File: src/ddsrb_pkg.sv
// Constants for the synthesizer configuration register bank
package ddsrb_pkg;
    localparam int NUM_SER_REGS = 28;
    localparam int NUM_PAR_REGS = 112;
    localparam int BYTES_PER_REG = 4;
    localparam logic [4:0] SER_ADDR_MAX = 5'h1b;
    localparam logic [6:0] PAR_ADDR_MAX = 7'h6f;
    localparam logic [6:0] OFF_PROFILE7_WORD = 7'h68;
    localparam logic [6:0] OFF_PROFILE7_AMP_LOW = 7'h6a;
    localparam logic [6:0] OFF_PROFILE7_AMP_HIGH = 7'h6b;
    localparam logic [6:0] OFF_USER_SYNC_DELAY_CTRL = 7'h6c;
    localparam logic [6:0] OFF_USER_FIXED_A = 7'h6d;
    localparam logic [6:0] OFF_USER_FIXED_B = 7'h6e;
    localparam logic [6:0] OFF_USER_LOCK_STATUS = 7'h6f;
    localparam logic [7:0] RST_USER_SYNC_DELAY_CTRL = 8'h00;
    localparam logic [7:0] RST_USER_FIXED_A = 8'h08;
    localparam logic [7:0] RST_USER_FIXED_B = 8'h00;
    localparam logic [7:0] RST_DEFAULT_BYTE = 8'h00;
    // Field positions in the user register sync and lock status bytes
    localparam int SYNC_IN_ADJ_LSB = 0;
    localparam int SYNC_OUT_ADJ_LSB = 3;
    localparam int SYNC_ADJ_W = 3;
    localparam int CAL_WITH_SYNC_BIT = 6;
    localparam int LOCK_BIT = 0;
    // DAC calibration enable bit: byte 0x03 (control register 1 top byte), bit 0
    localparam logic [6:0] OFF_DAC_CAL_BYTE = 7'h03;
    localparam int DAC_CAL_BIT = 0;
    // Calibration routine length in reference clocks
    localparam int DAC_CAL_CYCLES = 64;
endpackage : ddsrb_pkg

File: src/ddsrb_regbank.sv
// Configuration register bank: byte-wide buffer and active copies, update transfer
`timescale 1ns/1ps
`default_nettype none

// What this block does
// - Serial addresses 0x00-0x1B select 28 registers
// - Parallel mode exposes 112 byte-wide registers
// - Master reset restores all listed defaults
// - Writes held until update pulse or profile change
// - Setting DAC calibration enable starts calibration
// - Multi-bit fields are single binary words
module ddsrb_regbank #(
    parameter int N_REGS = ddsrb_pkg::NUM_SER_REGS,
    parameter int CAL_CYCLES = ddsrb_pkg::DAC_CAL_CYCLES
) (
    input wire logic i_ref_clk,
    input wire logic i_nrst,
    // Serial-side word access
    input wire logic i_ser_wr,
    input wire logic i_ser_rd,
    input wire logic [4:0] i_ser_addr,
    input wire logic [31:0] i_ser_wdata,
    output logic [31:0] o_ser_rdata,
    output logic o_ser_rvalid,
    output logic o_ser_addr_err,
    // Parallel-side byte access
    input wire logic i_par_wr,
    input wire logic i_par_rd,
    input wire logic [6:0] i_par_addr,
    input wire logic [7:0] i_par_wdata,
    output logic [7:0] o_par_rdata,
    output logic o_par_rvalid,
    output logic o_par_addr_err,
    // Pins from outside the clock domain
    input wire logic i_io_update,
    input wire logic [2:0] i_profile_sel,
    input wire logic i_pll_lock,
    // Active register contents, update pulse and calibration status towards the core
    output logic [31:0] o_active_last_profile,
    output logic [2:0] o_sync_input_delay_adjust,
    output logic [2:0] o_sync_output_delay_adjust,
    output logic o_cal_with_sync,
    output logic o_update_pulse,
    output logic o_dac_cal_busy,
    output logic o_dac_cal_done
);
    localparam int NB = N_REGS * ddsrb_pkg::BYTES_PER_REG;
    localparam int LAST_BASE = int'(ddsrb_pkg::OFF_PROFILE7_WORD);
    localparam int USER_BASE = int'(ddsrb_pkg::OFF_USER_SYNC_DELAY_CTRL);
    localparam logic [1:0] PRIME_EDGES = 2'h3;

    logic [7:0] buf_ff [NB];
    logic [7:0] act_ff [NB];
    logic io_upd_s1_ff, io_upd_s2_ff, io_upd_s3_ff;
    logic [2:0] ps_s1_ff, ps_s2_ff, ps_s3_ff;
    logic lock_s1_ff, lock_s2_ff;
    logic [1:0] prime_ff;
    logic do_update;
    logic ser_hit, par_hit;
    logic cal_busy, cal_done;

    // Profile bits may land a cycle apart; that only costs one extra transfer
    // Two-stage synchronisers; third stage only for edge and change detect
    always_ff @(posedge i_ref_clk or negedge i_nrst) begin
        if (!i_nrst) begin
            io_upd_s1_ff <= 1'b0;
            io_upd_s2_ff <= 1'b0;
            io_upd_s3_ff <= 1'b0;
            ps_s1_ff <= 3'h0;
            ps_s2_ff <= 3'h0;
            ps_s3_ff <= 3'h0;
            lock_s1_ff <= 1'b0;
            lock_s2_ff <= 1'b0;
        end else begin
            io_upd_s1_ff <= i_io_update;
            io_upd_s2_ff <= io_upd_s1_ff;
            io_upd_s3_ff <= io_upd_s2_ff;
            ps_s1_ff <= i_profile_sel;
            ps_s2_ff <= ps_s1_ff;
            ps_s3_ff <= ps_s2_ff;
            lock_s1_ff <= i_pll_lock;
            lock_s2_ff <= lock_s1_ff;
        end
    end

    // Edge and change detect wait until the third stage holds a real pin sample,
    // so pins that stand high or off zero through reset cannot fake a transfer
    always_ff @(posedge i_ref_clk or negedge i_nrst) begin
        if (!i_nrst) begin
            prime_ff <= 2'h0;
        end else if (prime_ff != PRIME_EDGES) begin
            prime_ff <= prime_ff + 2'h1;
        end
    end

    assign do_update = (prime_ff == PRIME_EDGES) &&
        ((io_upd_s2_ff && !io_upd_s3_ff) || (ps_s2_ff != ps_s3_ff));

    // Out-of-range accesses raise the error flag, write nothing and read as zero
    assign ser_hit = (i_ser_addr <= ddsrb_pkg::SER_ADDR_MAX);
    assign par_hit = (i_par_addr <= ddsrb_pkg::PAR_ADDR_MAX);

    // Listed reset value per byte; unlisted bytes start at zero
    function automatic logic [7:0] rst_val(input int idx);
        if (idx == int'(ddsrb_pkg::OFF_USER_FIXED_A)) begin
            rst_val = ddsrb_pkg::RST_USER_FIXED_A;
        end else if (idx == int'(ddsrb_pkg::OFF_USER_FIXED_B)) begin
            rst_val = ddsrb_pkg::RST_USER_FIXED_B;
        end else if (idx == int'(ddsrb_pkg::OFF_USER_SYNC_DELAY_CTRL)) begin
            rst_val = ddsrb_pkg::RST_USER_SYNC_DELAY_CTRL;
        end else begin
            rst_val = ddsrb_pkg::RST_DEFAULT_BYTE;
        end
    endfunction : rst_val

    // Per-byte buffer and active copy; serial word lane i%4 maps to byte i
    // The lock byte buffer never takes a write; reads rebuild it from the pin
    for (genvar i = 0; i < NB; i++) begin : g_byte
        localparam logic [7:0] RV = rst_val(i);
        logic ser_sel, par_sel;
        assign ser_sel = i_ser_wr && ser_hit && (i_ser_addr == 5'(i / 4));
        assign par_sel = i_par_wr && par_hit && (i_par_addr == 7'(i));
        always_ff @(posedge i_ref_clk or negedge i_nrst) begin
            if (!i_nrst) begin
                buf_ff[i] <= RV;
            end else if (i == int'(ddsrb_pkg::OFF_USER_LOCK_STATUS)) begin
                buf_ff[i] <= RV;
            end else if (ser_sel) begin
                buf_ff[i] <= i_ser_wdata[(i % 4) * 8 +: 8];
            end else if (par_sel) begin
                buf_ff[i] <= i_par_wdata;
            end
        end
        always_ff @(posedge i_ref_clk or negedge i_nrst) begin
            if (!i_nrst) begin
                act_ff[i] <= RV;
            end else if (do_update) begin
                act_ff[i] <= buf_ff[i];
            end
        end
    end

    // Reads return buffered contents; lock byte shows the live lock flag
    function automatic logic [7:0] rd_byte(input int idx);
        if (idx == int'(ddsrb_pkg::OFF_USER_LOCK_STATUS)) begin
            rd_byte = {7'h00, lock_s2_ff};
        end else begin
            rd_byte = buf_ff[idx];
        end
    endfunction : rd_byte

    always_ff @(posedge i_ref_clk or negedge i_nrst) begin
        if (!i_nrst) begin
            o_ser_rdata <= 32'h0000_0000;
            o_ser_rvalid <= 1'b0;
            o_ser_addr_err <= 1'b0;
        end else begin
            o_ser_rvalid <= i_ser_rd && ser_hit;
            o_ser_addr_err <= (i_ser_rd || i_ser_wr) && !ser_hit;
            if (i_ser_rd && ser_hit) begin
                o_ser_rdata <= {rd_byte(int'(i_ser_addr) * 4 + 3), rd_byte(int'(i_ser_addr) * 4 + 2),
                                rd_byte(int'(i_ser_addr) * 4 + 1), rd_byte(int'(i_ser_addr) * 4)};
            end else if (i_ser_rd) begin
                o_ser_rdata <= 32'h0000_0000;
            end
        end
    end

    // Parallel reads see the same buffer bytes as serial word reads
    always_ff @(posedge i_ref_clk or negedge i_nrst) begin
        if (!i_nrst) begin
            o_par_rdata <= 8'h00;
            o_par_rvalid <= 1'b0;
            o_par_addr_err <= 1'b0;
        end else begin
            o_par_rvalid <= i_par_rd && par_hit;
            o_par_addr_err <= (i_par_rd || i_par_wr) && !par_hit;
            if (i_par_rd) begin
                o_par_rdata <= par_hit ? rd_byte(int'(i_par_addr)) : 8'h00;
            end
        end
    end

    // Active fields out, each as one binary word
    // Fields leave one edge after the transfer, so all of them change together
    always_ff @(posedge i_ref_clk or negedge i_nrst) begin
        if (!i_nrst) begin
            o_active_last_profile <= 32'h0000_0000;
            o_sync_input_delay_adjust <= 3'h0;
            o_sync_output_delay_adjust <= 3'h0;
            o_cal_with_sync <= 1'b0;
            o_update_pulse <= 1'b0;
            o_dac_cal_busy <= 1'b0;
            o_dac_cal_done <= 1'b0;
        end else begin
            o_active_last_profile <= {act_ff[LAST_BASE + 3], act_ff[LAST_BASE + 2],
                                      act_ff[LAST_BASE + 1], act_ff[LAST_BASE]};
            o_sync_input_delay_adjust <=
                act_ff[USER_BASE][ddsrb_pkg::SYNC_IN_ADJ_LSB +: ddsrb_pkg::SYNC_ADJ_W];
            o_sync_output_delay_adjust <=
                act_ff[USER_BASE][ddsrb_pkg::SYNC_OUT_ADJ_LSB +: ddsrb_pkg::SYNC_ADJ_W];
            o_cal_with_sync <= act_ff[USER_BASE][ddsrb_pkg::CAL_WITH_SYNC_BIT];
            o_update_pulse <= do_update;
            o_dac_cal_busy <= cal_busy;
            o_dac_cal_done <= cal_done;
        end
    end

    // Calibration runs from the transferred enable; host must toggle it
    ddsrb_dac_cal #(
        .CAL_CYCLES(CAL_CYCLES)
    ) u_dac_cal (
        .i_ref_clk(i_ref_clk),
        .i_nrst(i_nrst),
        .i_cal_en(act_ff[ddsrb_pkg::OFF_DAC_CAL_BYTE][ddsrb_pkg::DAC_CAL_BIT]),
        .o_cal_busy(cal_busy),
        .o_cal_done(cal_done)
    );
endmodule : ddsrb_regbank
`default_nettype wire

File: src/ddsrb_dac_cal.sv
// DAC capture timing calibration sequencer, started on rising enable
`timescale 1ns/1ps
`default_nettype none
module ddsrb_dac_cal #(
    parameter int CAL_CYCLES = ddsrb_pkg::DAC_CAL_CYCLES
) (
    input wire logic i_ref_clk,
    input wire logic i_nrst,
    input wire logic i_cal_en,
    output logic o_cal_busy,
    output logic o_cal_done
);
    typedef enum logic [2:0] {
        ST_IDLE = 3'b001,
        ST_RUN = 3'b010,
        ST_DONE = 3'b100
    } ddsrb_cal_state_t;

    ddsrb_cal_state_t state_ff;
    ddsrb_cal_state_t nxt_state;
    logic [15:0] cnt_ff;
    logic en_d_ff;

    always_ff @(posedge i_ref_clk or negedge i_nrst) begin
        if (!i_nrst) begin
            en_d_ff <= 1'b0;
        end else begin
            en_d_ff <= i_cal_en;
        end
    end

    always_comb begin
        nxt_state = state_ff;
        unique case (state_ff)
            ST_IDLE: begin
                if (i_cal_en && !en_d_ff) begin
                    nxt_state = ST_RUN;
                end
            end
            ST_RUN: begin
                if (cnt_ff == 16'(CAL_CYCLES - 1)) begin
                    nxt_state = ST_DONE;
                end
            end
            ST_DONE: begin
                // Held until software drops the enable, so a new run needs 0 then 1
                if (!i_cal_en) begin
                    nxt_state = ST_IDLE;
                end
            end
            default: nxt_state = ST_IDLE;
        endcase
    end

    always_ff @(posedge i_ref_clk or negedge i_nrst) begin
        if (!i_nrst) begin
            state_ff <= ST_IDLE;
            cnt_ff <= 16'h0000;
            o_cal_busy <= 1'b0;
            o_cal_done <= 1'b0;
        end else begin
            state_ff <= nxt_state;
            cnt_ff <= (nxt_state == ST_RUN && state_ff == ST_RUN) ? cnt_ff + 16'h0001 : 16'h0000;
            o_cal_busy <= (nxt_state == ST_RUN);
            o_cal_done <= (nxt_state == ST_DONE) || (o_cal_done && nxt_state == ST_IDLE);
        end
    end
endmodule : ddsrb_dac_cal
`default_nettype wire

File: config.mk
export PLATFORM = sky130hd
export DESIGN_NAME = ddsrb_regbank
export DESIGN_NICKNAME = d
export VERILOG_FILES = /design/src/ddsrb_pkg.sv /design/src/ddsrb_regbank.sv /design/src/ddsrb_dac_cal.sv
export SDC_FILE = /design/constraint.sdc
export NUM_CORES = 2
export LEC_CHECK = 0
export BUFFER_PORTS_ARGS = -buffer_cell sky130_fd_sc_hd__buf_2
export CAP_MARGIN = 10
export CORE_MARGIN = 4
export CORE_UTILIZATION = 31
export CTS_BUF_LIST = sky130_fd_sc_hd__clkbuf_4
export DETAILED_ROUTE_END_ITERATION = 6
export PLACE_DENSITY_LB_ADDON = 0.05
export SLEW_MARGIN = 15
export SYNTH_ARGS = -nofsm -noshare
export SYNTH_HDL_FRONTEND = slang
export SYNTH_HIERARCHICAL = 1
export SYNTH_SLANG_ARGS = --single-unit
export TNS_END_PERCENT = 10
File: constraint.sdc
create_clock -name i_ref_clk -period 3 [get_ports i_ref_clk]
set_input_delay 0.15 -clock i_ref_clk [delete_from_list [all_inputs] [get_ports i_ref_clk]]
set_output_delay 0.15 -clock i_ref_clk [all_outputs]
set_load 0.005 [all_outputs]
==> results.toml <==
[outcome]
status = "complete, but fails checks"
violations = "setup timing"

[timing]
rsz0062_at_grt = "true"
fin_ws_ns = -0.07260
fmax_ghz = 0.3255
hold_violations = 0
max_slew_margin = 0.1403
skew_ns = 0.09223
maxSlewViolCount = 0
min_period_ns = 3.073
setup-violations-final = 2
tightest_slew_ns = 1.280
tns_ns = -0.08886
period_share = 1.024

[yosys]
yosysTopAreaCellShare = 0.4276
yosysTopAreaCell = "dfrtp_1"
ys_types = 76
synth_edf_count = 0
synth.area.top_cells = "dfrtp_1, mux2i_1, mux4_2, o21ai_0, nand2_1"
synth_seq_cells = 1052
synth.most_common_cell = "nand2_1"
syn_nets = 5785
synth_seq_area_share = 0.4284
async_flop_share = 1.000
syn-cell-area_sq_um = 61450
yosysWarningCount = 6
avgSynthCellArea_sq_um = 10.74
synth_ff_type = "dfrtp_1"
synthCells = 5720
synth.top_cells.by_count = "nand2_1, dfrtp_1, mux2i_1"

[critical_path]
path_common_cell = "dlygate4sd3_1"
cp_top_family = "buffers and inverters"
path_class = "in -> reg"
crit_buf_inv = 7
critical_path_arrival_ns = 4.35
end_kind = "flop"
critPathRequiredTime_ns = 4.27
cp_cell_sequence = "dlygate4sd3_1, buf_2, dlygate4sd3_1, buf_4, nand3_1, dlygate4sd3_1, nor2_4, nand2_1, dlygate4sd3_1, o21ai_0, dlygate4sd3_1"
worstPathMaxFanout = 37
cp-start-kind = "input pin"
cpMaxStageDelayCell = "nor2_4"
critPathMaxStageDelay_ns = 0.68

[power]
p_leak_nw = 34.90
powerDensity_nw_per_um2 = 638.2
seq_power_share = 0.432
p_int_w = 0.03054
switching_share = 0.3612
peakVddDrop_v = 0.0003746
p_clk_frac = 0.310
power_frac_comb = 0.258
power.switching_w = 0.01727
total_power_w = 0.04780

[global_routing]
grt_max_degree = 112
antenna_found_initial = 29
grt-ovfl-total = 0
grt_pass1_vias = 51860
track_usage = 0.3244
grt_first_pass_wirelength_microns = 460400

[hold_path]
hold_class = "in -> reg"

[die]
die_h_microns = 453.2
die_w_microns = 453.2
core_sq_um = 197200
dieArea_sq_um = 205400
pin_count = 149
rows = 163
initial_core_util = 0.3116

[clock_tree]
insertion_delay_ns = 1.36
cts.sinks = 1052
h-tree-depth = 5
clk_pin_slew_ns = 0.06
cts.path.max_buffers = 4
cts_tree = "built"
numCtsBuffers = 343
root_buffer = "clkbuf_4"

[placement]
dpl.cell_count = 8434
gp_congestion = 1.015
pre_cts_ws_ns = -0.1161
port-buffer-count = 148
hpwl_microns = 229500

[detailed_routing]
drt_iter0_markers = 6039
vias = 53010
drc = 0
post_drt_wl_per_cell_microns = 36.71
vias_per_cell = 5.758
routed_wl_microns = 338000
firstDrtPassIters = 6
postRouteAntennaNets = 0

[cells_and_area]
finalNonFillerCells = 9205
drive_gt1_frac = 0.2607
nets = 6414
synthToLayoutAreaGrowth_pct = 21.88

[run]
cap_violations = 0
[flip-flops by register name (all words and copies together), names as in the netlist, 2 cells and up]
signal / cells
act_ff: 40
buf_ff: 888
o_active_last_profile: 32
o_par_rdata: 8
o_ser_rdata: 32
o_sync_input_delay_adjust: 3
o_sync_output_delay_adjust: 3
prime_ff: 2
ps_s1_ff: 3
ps_s2_ff: 3
ps_s3_ff: 3
u_dac_cal/cnt_ff: 16
u_dac_cal/state_ff: 3
[placed cells by master, fill, tap and decap left out, types with 134 or more instances in the layout]
cell	netlist	routed
a21oi_1	156	156
buf_12	1	134
buf_4	7	403
clkbuf_4	0	475
dfrtp_1	1050	1050
dlygate4sd3_1	0	180
mux2i_1	1027	1027
mux4_2	448	448
nand2_1	1055	1054
nor2_1	222	196
o21ai_0	822	822
[logic make-up after synthesis]
logic type,after synthesis,synth area share
AO/OA/AOI/OAI,1111,0.09673
XOR/XNOR,18,0.002565
adder cells (fa/ha/maj),2,0.0004071
buffers and inverters,587,0.04021
flip-flops,1052,0.4284
multiplexers,1489,0.3340
AND/OR/NAND/NOR,1461,0.09763
[stage by stage]
stage	hold WS (ns)	utilization	instance area, sq um
floorplan	-0.1456	-	61450
global placement	0.2004	0.3472	68470
detailed placement	0.1819	0.3472	68470
CTS	0.007415	0.3793	74800
global route	-0.009027	0.3796	74870
finish	0.1099	0.3798	74900
[metal layers]
metal / wire, microns / track usage / vias to the layer above
li1: - / - / 22170
met1: 138200 / 0.4271 / 27400
met2: 149900 / 0.4917 / 2718
met3: 27240 / 0.07256 / 716
met4: 22530 / 0.1865 / 8
met5: 55 / 0 / -
[worst min-delay path, delay by kind of cell]
kind / cells / cell delay, ns
buf+inv: 2 / 0.92
mux: 1 / 0.21
compound gates: 1 / 0.09
[path summary, 6_finish.rpt]
kind | slack (ns) | cells after the start | start | endpoint
min in group asynchronous | 0.42 | 5 | i_nrst | buf_ff[10]
worst min register to register | 0.35 | 0 | ps_s1_ff[1] | ps_s2_ff[1]
worst max-delay path | -0.07 | 11 | i_ser_wr | buf_ff[171]
worst max register to register | 0.14 | 6 | buf_ff[45] | o_par_rdata[5]
worst min-delay path | 0.11 | 4 | i_par_wdata[6] | buf_ff[862]
max in group asynchronous | 1.46 | 6 | i_nrst | buf_ff[467]
[power by group through the flow]
stage	Combinational [W]	Sequential [W]	Clock (W)
6_report	0.0123	0.0207	0.0148
3_3_place_gp	0.0115	0.0208	0
2_1_floorplan	0.00673	0.0191	0
5_1_grt	0.0129	0.0209	0.0160
3_5_place_dp	0.0117	0.0208	0
4_1_cts	0.0121	0.0206	0.0152
[repair_timing]
item,in CTS,in global routing
setup endpoints to repair,0,5
buffers inserted,0,2
hold buffers,207,0
endpoints found under the hold margin,1989,0
resized for setup,0,3
[area by class of cell]
type	count	area (sq um)
Antenna cell	20	50.05
Clock buffer	475	3566
Clock inverter	66	414.1
Fill cell	19630	122300
Inverter	14	52.55
Multi-Input combinational cell	4082	32900
Sequential cell	1052	26330
Tap cell	2640	3303
Timing Repair Buffer	856	8284
Note: power is estimated with default switching activity, not from simulation.
